--- src/bundle_pkg.sv ---
package bundle_pkg;

    // Bundle geometry.
    localparam int BUNDLE_BITS  = 128;
    localparam int SLOT_BITS    = 41;
    localparam int TMPL_BITS    = 5;
    localparam int BUNDLE_BYTES = 16;
    localparam int ADDR_LSB     = 4;
    localparam int PC_BITS      = 64 - ADDR_LSB;

    // Field positions inside a bundle and inside a slot.
    localparam int TMPL_LSB  = 0;
    localparam int SLOT0_LSB = 5;
    localparam int SLOT1_LSB = 46;
    localparam int SLOT2_LSB = 87;
    localparam int OPC_LSB   = 37;
    localparam int X6_LSB    = 27;
    localparam int X3_LSB    = 33;

    // Values after reset.
    localparam logic [PC_BITS-1:0] RESET_PC = 60'h0;

    // Major opcodes of note.
    localparam logic [3:0]  LONG_BR_OPC   = 4'hC;
    localparam logic [3:0]  LONG_CALL_OPC = 4'hD;
    localparam logic [15:0] A_OPC_MASK    = 16'h7300;
    localparam logic [15:0] RESV_B_MASK   = 16'hFF48;

    // Execution unit type controlled by a slot, and executing units.
    typedef enum logic [2:0] {
        U_M = 3'h0,
        U_I = 3'h1,
        U_F = 3'h2,
        U_B = 3'h3,
        U_L = 3'h4,
        U_X = 3'h5
    } unit_e;

    // The six instruction types.
    typedef enum logic [2:0] {
        T_A  = 3'h0,
        T_I  = 3'h1,
        T_M  = 3'h2,
        T_F  = 3'h3,
        T_B  = 3'h4,
        T_LX = 3'h5
    } itype_e;

    // Sequencer states.
    typedef enum logic [2:0] {
        S_FETCH = 3'h0,
        S_LOAD  = 3'h1,
        S_ISSUE = 3'h2,
        S_DRAIN = 3'h3,
        S_FAULT = 3'h4
    } seq_e;

endpackage

--- src/decode_if.sv ---
`timescale 1ns/100ps
interface decode_if;
    import bundle_pkg::*;

    logic [TMPL_BITS-1:0] tmpl;
    unit_e                slotUnit [3];
    logic [2:0]           stopAfter;
    logic                 tmplLegal;
    logic [SLOT_BITS-1:0] instr;
    unit_e                curUnit;
    unit_e                execUnit;
    itype_e               itype;
    logic                 isBreakB;
    logic                 isResvB;

    modport tdec (input tmpl, output slotUnit, stopAfter, tmplLegal);
    modport cls  (input instr, curUnit,
                  output execUnit, itype, isBreakB, isResvB);
    modport seq  (output tmpl, instr, curUnit,
                  input slotUnit, stopAfter, tmplLegal,
                  input execUnit, itype, isBreakB, isResvB);
endinterface // decode_if

--- src/template_decoder.sv ---
`timescale 1ns/100ps
module template_decoder
    import bundle_pkg::*;
(
    // Decode lanes.
    decode_if.tdec d
);

    // Slot units and stops from the template; odd codes add a final stop.
    always_comb
    begin
        d.tmplLegal = 1'b1;
        d.stopAfter = d.tmpl[0] ? 3'b100 : 3'b000;
        d.slotUnit[0] = U_M;
        d.slotUnit[1] = U_I;
        d.slotUnit[2] = U_I;
        unique case (d.tmpl[4:1])
            4'h0: ;
            4'h1: d.stopAfter[1] = 1'b1;
            4'h2:
            begin
                d.slotUnit[1] = U_L;
                d.slotUnit[2] = U_X;
            end
            4'h4: d.slotUnit[1] = U_M;
            4'h5:
            begin
                d.slotUnit[1] = U_M;
                d.stopAfter[0] = 1'b1;
            end
            4'h6: d.slotUnit[1] = U_F;
            4'h7:
            begin
                d.slotUnit[1] = U_M;
                d.slotUnit[2] = U_F;
            end
            4'h8: d.slotUnit[2] = U_B;
            4'h9:
            begin
                d.slotUnit[1] = U_B;
                d.slotUnit[2] = U_B;
            end
            4'hB:
            begin
                d.slotUnit[0] = U_B;
                d.slotUnit[1] = U_B;
                d.slotUnit[2] = U_B;
            end
            4'hC:
            begin
                d.slotUnit[1] = U_M;
                d.slotUnit[2] = U_B;
            end
            4'hE:
            begin
                d.slotUnit[1] = U_F;
                d.slotUnit[2] = U_B;
            end
            default: d.tmplLegal = 1'b0; // Undefined templates.
        endcase
    end

endmodule // template_decoder

--- src/slot_classifier.sv ---
`timescale 1ns/100ps
module slot_classifier
    import bundle_pkg::*;
(
    // Decode lanes.
    decode_if.cls c
);

    logic [3:0] opc;

    assign opc = c.instr[OPC_LSB +: 4];

    // Instruction type and executing unit for the slot being issued.
    always_comb
    begin
        c.isBreakB = 1'b0;
        c.isResvB  = 1'b0;
        c.execUnit = c.curUnit;
        c.itype    = T_LX;
        unique case (c.curUnit)
            U_M: c.itype = A_OPC_MASK[opc] ? T_A : T_M;
            U_I: c.itype = A_OPC_MASK[opc] ? T_A : T_I;
            U_F: c.itype = T_F;
            U_B:
            begin
                c.itype    = T_B;
                c.isBreakB = (opc == 4'h0) &&
                             (c.instr[X6_LSB +: 6] == 6'h00);
                c.isResvB  = RESV_B_MASK[opc];
            end
            U_X:
            begin
                if (opc == 4'h0 && c.instr[X3_LSB +: 3] == 3'h0)
                begin
                    c.itype    = T_I; // Integer break and no-op accepted.
                    c.execUnit = U_I;
                end
                else if (opc == LONG_BR_OPC || opc == LONG_CALL_OPC)
                    c.execUnit = U_B;
                else
                    c.execUnit = U_I;
            end
            U_L: c.execUnit = U_I;
            default: c.execUnit = U_I;
        endcase
    end

endmodule // slot_classifier

--- src/bundle_decode_group_sequencer.sv ---
`timescale 1ns/100ps
module bundle_decode_group_sequencer
    import bundle_pkg::*;
(
    // Clock and reset.
    input  wire logic                   clk,
    input  wire logic                   rst_n,
    // Instruction fetch path.
    output logic                        fetchReq,
    output logic [63:0]                 fetchAddr,
    input  wire logic                   fetchValid,
    input  wire logic [BUNDLE_BYTES-1:0][7:0] fetchBytes,
    // Issue towards the execution units.
    output logic                        issueValid,
    input  wire logic                   issueReady,
    output logic [SLOT_BITS-1:0]        issueInstr,
    output logic [SLOT_BITS-1:0]        issueExtra,
    output unit_e                       issueUnit,
    output itype_e                      issueType,
    output logic [63:0]                 issueAddr,
    output logic [1:0]                  issueSlot,
    output logic                        issueGroupStart,
    output logic                        issueGroupEnd,
    output logic                        issueNoDep,
    // Feedback from the execution units.
    input  wire logic                   redirectValid,
    input  wire logic [63:0]            redirectAddr,
    input  wire logic                   redirectEndsGroup,
    input  wire logic                   serializeReq,
    input  wire logic                   updatesDone,
    // Group phase and fault reporting.
    output logic                        regCommit,
    output logic                        illegalOp,
    output logic [63:0]                 faultAddr
);

    typedef struct packed {
        seq_e                   state;
        logic [PC_BITS-1:0]     pc;
        logic [PC_BITS-1:0]     reqPc;
        logic [BUNDLE_BITS-1:0] bundle;
        logic [1:0]             slot;
        logic                   drop;
        logic                   serialWait;
        logic                   fresh;
        logic                   groupOpen;
        logic                   needFetch;
        logic [SLOT_BITS-1:0]   instr;
        logic [SLOT_BITS-1:0]   extra;
        unit_e                  unit;
        itype_e                 itype;
        logic [PC_BITS-1:0]     ipc;
        logic [1:0]             islot;
        logic                   gStart;
        logic                   gEnd;
        logic                   noDep;
        logic                   commit;
        logic                   illegal;
    } seq_s;

    seq_s                   r;
    seq_s                   next_r;
    decode_if               dl ();
    logic [BUNDLE_BITS-1:0] fetched;
    logic [SLOT_BITS-1:0]   slotWord [3];
    logic                   isLong;
    logic                   lastSlot;
    logic [2:0]             stopHere;

    // Byte k of the bundle sits at bits 8k+7..8k whatever data order
    // the load/store side uses, so the template is always byte zero.
    assign fetched = fetchBytes;

    // Slot fields of the held bundle.
    assign dl.tmpl     = r.bundle[TMPL_LSB +: TMPL_BITS];
    assign slotWord[0] = r.bundle[SLOT0_LSB +: SLOT_BITS];
    assign slotWord[1] = r.bundle[SLOT1_LSB +: SLOT_BITS];
    assign slotWord[2] = r.bundle[SLOT2_LSB +: SLOT_BITS];

    // A long slot pairs with the extended slot that follows it.
    assign isLong     = dl.slotUnit[r.slot] == U_L;
    assign dl.instr   = isLong ? slotWord[2] : slotWord[r.slot];
    assign dl.curUnit = isLong ? U_X : dl.slotUnit[r.slot];
    assign lastSlot   = isLong || r.slot == 2'd2;
    assign stopHere   = dl.stopAfter;

    template_decoder u_tdec (
        .d (dl)
    );

    slot_classifier u_cls (
        .c (dl)
    );

    // Next-state logic for fetch, slot walk and group boundaries.
    always_comb
    begin
        next_r         = r;
        next_r.commit  = 1'b0;
        next_r.illegal = 1'b0;
        // An update completion and a new serialising op in one cycle
        // leave the wait armed.
        if (serializeReq)
            next_r.serialWait = 1'b1;
        else if (updatesDone)
            next_r.serialWait = 1'b0;
        unique case (r.state)
            S_FETCH:
            begin
                if (fetchValid && r.drop)
                    next_r.drop = 1'b0;
                else if (fetchValid)
                begin
                    next_r.bundle = fetched;
                    next_r.slot   = 2'd0;
                    next_r.state  = S_LOAD;
                end
            end
            S_LOAD:
            begin
                if (!dl.tmplLegal)
                begin
                    next_r.illegal = 1'b1;
                    next_r.state   = S_FAULT;
                end
                else
                begin
                    next_r.instr  = dl.instr;
                    next_r.extra  = isLong ? slotWord[1] : '0;
                    next_r.unit   = dl.execUnit;
                    next_r.itype  = dl.itype;
                    next_r.ipc    = r.pc;
                    next_r.islot  = r.slot;
                    next_r.gStart = !r.groupOpen;
                    next_r.noDep  = r.fresh;
                    // Only branch-unit break and reserved branch
                    // encodings close a group besides stops.
                    next_r.gEnd   = stopHere[isLong ? 2'd2 : r.slot] ||
                                    dl.isBreakB || dl.isResvB;
                    next_r.state  = S_ISSUE;
                end
            end
            S_ISSUE:
            begin
                if (issueReady)
                begin
                    next_r.fresh     = 1'b0;
                    next_r.groupOpen = !r.gEnd;
                    next_r.needFetch = lastSlot;
                    if (lastSlot)
                        next_r.pc = r.pc + 1'b1;
                    else
                        next_r.slot = r.slot + 1'b1;
                    if (r.gEnd)
                    begin
                        // Release the group's held register updates.
                        next_r.commit = 1'b1;
                        next_r.state  = S_DRAIN;
                    end
                    else
                        next_r.state = lastSlot ? S_FETCH : S_LOAD;
                end
            end
            S_DRAIN:
            begin
                // The next group reads only after all updates land.
                if (updatesDone)
                    next_r.state = r.needFetch ? S_FETCH : S_LOAD;
            end
            S_FAULT: ;
            default: next_r.state = S_FAULT;
        endcase
        // A redirect flushes the wrong path and starts at slot zero.
        if (redirectValid)
        begin
            next_r.pc    = redirectAddr[63:ADDR_LSB];
            next_r.slot  = 2'd0;
            next_r.fresh = 1'b1;
            next_r.drop  = r.drop ||
                           (r.state == S_FETCH && fetchReq && !fetchValid);
            next_r.needFetch = 1'b1;
            if (redirectEndsGroup && r.groupOpen)
            begin
                next_r.groupOpen = 1'b0;
                next_r.commit    = 1'b1;
                next_r.state     = S_DRAIN;
            end
            else
                next_r.state = S_FETCH;
        end
        // The request address follows the pc unless stale data is due.
        if (!next_r.drop)
            next_r.reqPc = next_r.pc;
    end

    // State register.
    always_ff @(posedge clk)
    begin
        if (!rst_n)
        begin
            r            <= '0;
            r.state      <= S_FETCH;
            r.pc         <= RESET_PC;
            r.reqPc      <= RESET_PC;
            r.fresh      <= 1'b1;
            r.unit       <= U_M;
            r.itype      <= T_M;
        end
        else
            r <= next_r;
    end

    // Fetch handshake; a serialising op holds new fetches back.
    assign fetchReq  = (r.state == S_FETCH && !r.serialWait) ||
                       r.drop;
    assign fetchAddr = {r.reqPc, 4'h0};

    // Issue handshake and registered slot data.
    assign issueValid      = r.state == S_ISSUE;
    assign issueInstr      = r.instr;
    assign issueExtra      = r.extra;
    assign issueUnit       = r.unit;
    assign issueType       = r.itype;
    assign issueAddr       = {r.ipc, 4'h0};
    assign issueSlot       = r.islot;
    assign issueGroupStart = r.gStart;
    assign issueGroupEnd   = r.gEnd;
    assign issueNoDep      = r.noDep;

    // Group commit pulse, fault flag and the current bundle address.
    assign regCommit = r.commit;
    assign illegalOp = r.illegal;
    assign faultAddr = {r.pc, 4'h0};

endmodule // bundle_decode_group_sequencer

--- config.mk ---
export PLATFORM = sky130hd
export DESIGN_NAME = bundle_decode_group_sequencer
export DESIGN_NICKNAME = d
export VERILOG_FILES = /design/src/bundle_pkg.sv /design/src/decode_if.sv /design/src/template_decoder.sv /design/src/slot_classifier.sv /design/src/bundle_decode_group_sequencer.sv
export SDC_FILE = /design/constraint.sdc
export NUM_CORES = 1
export LEC_CHECK = 0
export BUFFER_PORTS_ARGS = -buffer_cell sky130_fd_sc_hd__buf_2
export CAP_MARGIN = 5
export CORE_ASPECT_RATIO = 0.8
export CORE_MARGIN = 5
export CORE_UTILIZATION = 45
export CTS_BUF_LIST = sky130_fd_sc_hd__clkbuf_4
export CTS_CLUSTER_SIZE = 16
export DETAILED_ROUTE_END_ITERATION = 6
export GPL_TIMING_DRIVEN = 0
export HOLD_SLACK_MARGIN = 0.03
export PLACE_DENSITY = 0.79
export SLEW_MARGIN = 15
export SYNTH_ARGS = -nofsm -noshare
export SYNTH_HDL_FRONTEND = slang
export SYNTH_HIERARCHICAL = 1
export SYNTH_SLANG_ARGS = --single-unit
--- constraint.sdc ---
create_clock -name clk -period 3.35 [get_ports clk]
set_input_delay 0.67 -clock clk [delete_from_list [all_inputs] [get_ports clk]]
set_output_delay 0.67 -clock clk [all_outputs]
set_load 0.01 [all_outputs]
==> metrics.md <==
| Metric | Value |
|---|---|
| CP Launch Type | `register` |
| Clock latency on the worst-skew pair | `920 ps` |
| Gpl congestion | `0.978` |
| Leakage power | `11.7 nW` |
| Final HPWL DP | `58700 µm` |
| Top layer in use | `met5` |
| Clock buffers created by TritonCTS | `104` |
| Number of antenna violations at the first check in global routing | `7` |
| CTS max path bufs | `3` |
| Setup TNS | `0 ps` |
| Residual DRC count | `1` |
| Place WS | `-696 ps` |
| Period utilisation layout | `97.4%` |
| Seq pwr share | `45.3%` |
| DR vias | `22055` |
| Worst slew margin | `23.7%` |
| Max-cap violations | `0` |
| Row cnt | `69` |
| First-pass GRT wire length | `121000 µm` |
| CP max stage cell | `nor4_1` |
| NetSw | `3.79 mW` |
| CP Class | `reg2reg` |
| Final Max Tran Viols | `0` |
| CP max stage delay | `740 ps` |
| Clock Skews | `75.0 ps` |
| Avg Inst Size Synth | `7.84 µm²` |
| Synth Warn # | `6` |
| Reg area | `0.00827 mm²` |
| GRT Total Usage | `31.5%` |
| Met1 wire length | `30600 µm` |
| Multi-input logic area | `0.00912 mm²` |
| Final setup margin | `88.3 ps` |
| Iteration-0 DRC Markers | `2152` |
| Wire length on met2 | `38400 µm` |
| Drt via density | `5.50` |
| Status | `finished with violations` |
| Root buf cell | `clkbuf_4` |
| CTS tree | `built` |
| Final Non-Filler Cells | `4008` |
| Crit-path cells | `clkbuf_1, nand4_1, nor4_1, nand4_1, nor4_1, xor2_1, o21a_1` |
| Largest net degree at the start of global routing | `17` |
| Ports | `489` |
| Worst-Margin Slew | `1140 ps` |
| Die H | `200 µm` |
| Core area | `0.0445 mm²` |
| Failing checks | `design-rule violations` |
| Hold slack | `89.2 ps` |
| Max Fclk | `0.307 GHz` |
| Fill cells | `3924` |
| Critical Path RT | `4110 ps` |
| Detail Route Antenna Nets | `0` |
| Sw Ratio | `31.3%` |
| Highest net fanout along the worst path | `9` |
| H-tree levels | `3` |
| GR Overflow Total | `0` |
| Clk pwr share | `36.3%` |
| Initial Util | `45.5%` |
| # port buffers | `472` |
| Peak VDD IR | `0.000306 V` |
| Routed WL | `82800 µm` |
| Combinational Power Share | `18.4%` |
| Syn-to-layout area delta | `29.9%` |
| Netlist Area Pre-Place | `0.0202 mm²` |
| Die Width | `247 µm` |
| Vias in the first global route | `21028` |
| Tot Pwr | `12.1 mW` |
| Share of layout cells above drive strength 1 | `29.7%` |
| Clk sinks | `413` |
| Post-layout minimum cycle time | `3260 ps` |
| Power per cell area | `461 mW/mm²` |
| Layout Nets | `3516` |
| Routed met3 length | `9370 µm` |
| 1st-pass router iterations | `7` |
| Clock transition at path regs | `80 ps` |
| Wire length per cell | `20.7 µm` |
| Post-Place Cells | `3669` |
| Final setup vio count | `0` |
| Cells after synthesis | `2583` |
| Die area | `0.0494 mm²` |
| Int Pwr | `8.33 mW` |
| Worst path arrival time | `4020 ps` |
| HP Class | `in2reg` |
| Final hold violations | `0` |
| CP Capture Type | `register` |
-- final cells by class --
type / instances / area share (%)
clock inverter: 33 / 0.680
antenna: 12 / 0.114
inverter: 21 / 0.300
clock buffer: 152 / 4.34
multi-input combinational: 1678 / 34.7
timing repair buffer: 616 / 14.4
sequential: 413 / 31.4
buffer: 480 / 11.2
tap: 603 / 2.87
-- path summary, 6_finish.rpt --
| check | start | endpoint | slack, ps | cells past startpoint |
|---|---|---|---|---|
| worst max-delay path | faultAddr[28] | fetchAddr[62] | 90 | 7 |
| worst min-delay path | redirectAddr[16] | faultAddr[16] | 90 | 3 |
| worst max register to register | faultAddr[28] | fetchAddr[62] | 90 | 7 |
| worst min register to register | issueAddr[41] | issueAddr[41] | 450 | 2 |
-- metrics by stage --
step                utilization, %  instance area [µm²]
CTS                           58.9                26200
floorplan                        -                20300
detailed placement            52.6                23400
global route                  59.1                26300
finish                        59.2                26300
global placement              52.6                23400
-- power by group through the flow --
stage | Sequential (mW) | Combinational (mW) | Clock, mW
after floorplan | 5.49 | 1.27 | 0
after global placement | 5.58 | 1.99 | 0
after detailed placement | 5.59 | 2.01 | 0
after CTS | 5.48 | 2.16 | 4.41
after global routing | 5.52 | 2.38 | 4.71
final | 5.49 | 2.23 | 4.40
-- sequential cells by signal, indices dropped and copies added (netlist names) --
signal           flops
illegalOp            1
dl.tmpl              5
issueGroupStart      1
issueNoDep           1
issueExtra          41
fetchAddr           60
regCommit            1
r                  133
issueInstr          41
issueGroupEnd        1
issueType            3
issueUnit            3
issueSlot            2
issueAddr           60
faultAddr           60
-- cell usage in the layout, fill, tap and decap left out, types with 10 or more instances in the layout --
| cell | n |
|---|---|
| nand2_1 | 530 |
| nand4_1 | 32 |
| clkinv_1 | 23 |
| clkbuf_4 | 152 |
| dfxtp_1 | 410 |
| o21a_1 | 21 |
| o211a_1 | 20 |
| inv_1 | 19 |
| nand2b_1 | 28 |
| nor3_1 | 115 |
| nor4_1 | 28 |
| a211oi_1 | 57 |
| a21oi_1 | 315 |
| and3_1 | 27 |
| nand3_1 | 77 |
| o32ai_1 | 10 |
| clkbuf_1 | 155 |
| dlygate4sd3_1 | 136 |
| buf_4 | 299 |
| mux2i_1 | 46 |
| xor2_1 | 18 |
| nor2_1 | 107 |
| conb_1 | 14 |
| xnor2_1 | 20 |
| o21ai_0 | 37 |
| diode_2 | 12 |
| buf_2 | 490 |
| a21o_1 | 19 |
-- per-layer routing --
layer	GRT usage [%]	vias up
met5	0	-
met4	15.7	4
met3	9.21	323
met2	52.1	1449
met1	37.8	10160
li1	-	10119
-- timing repair --
action                                 in CTS  in global routing
setup endpoints to repair                 102                 35
gates resized for setup                    25                 10
gates cloned                                0                  0
endpoints found under the hold margin     136                  0
pin swaps                                   1                  4
hold buffers                              136                  0
setup buffers                               1                  7
-- critical path, delay by kind of cell, from the launching register on --
kind                   cells  cell delay [ps]
buffers and inverters      1              400
XOR/XNOR                   1              160
AND/OR/NAND/NOR            4             1940
flip-flops                 1              430
AO/OA/AOI/OAI              1              200
(Power assumes the default switching activity.)
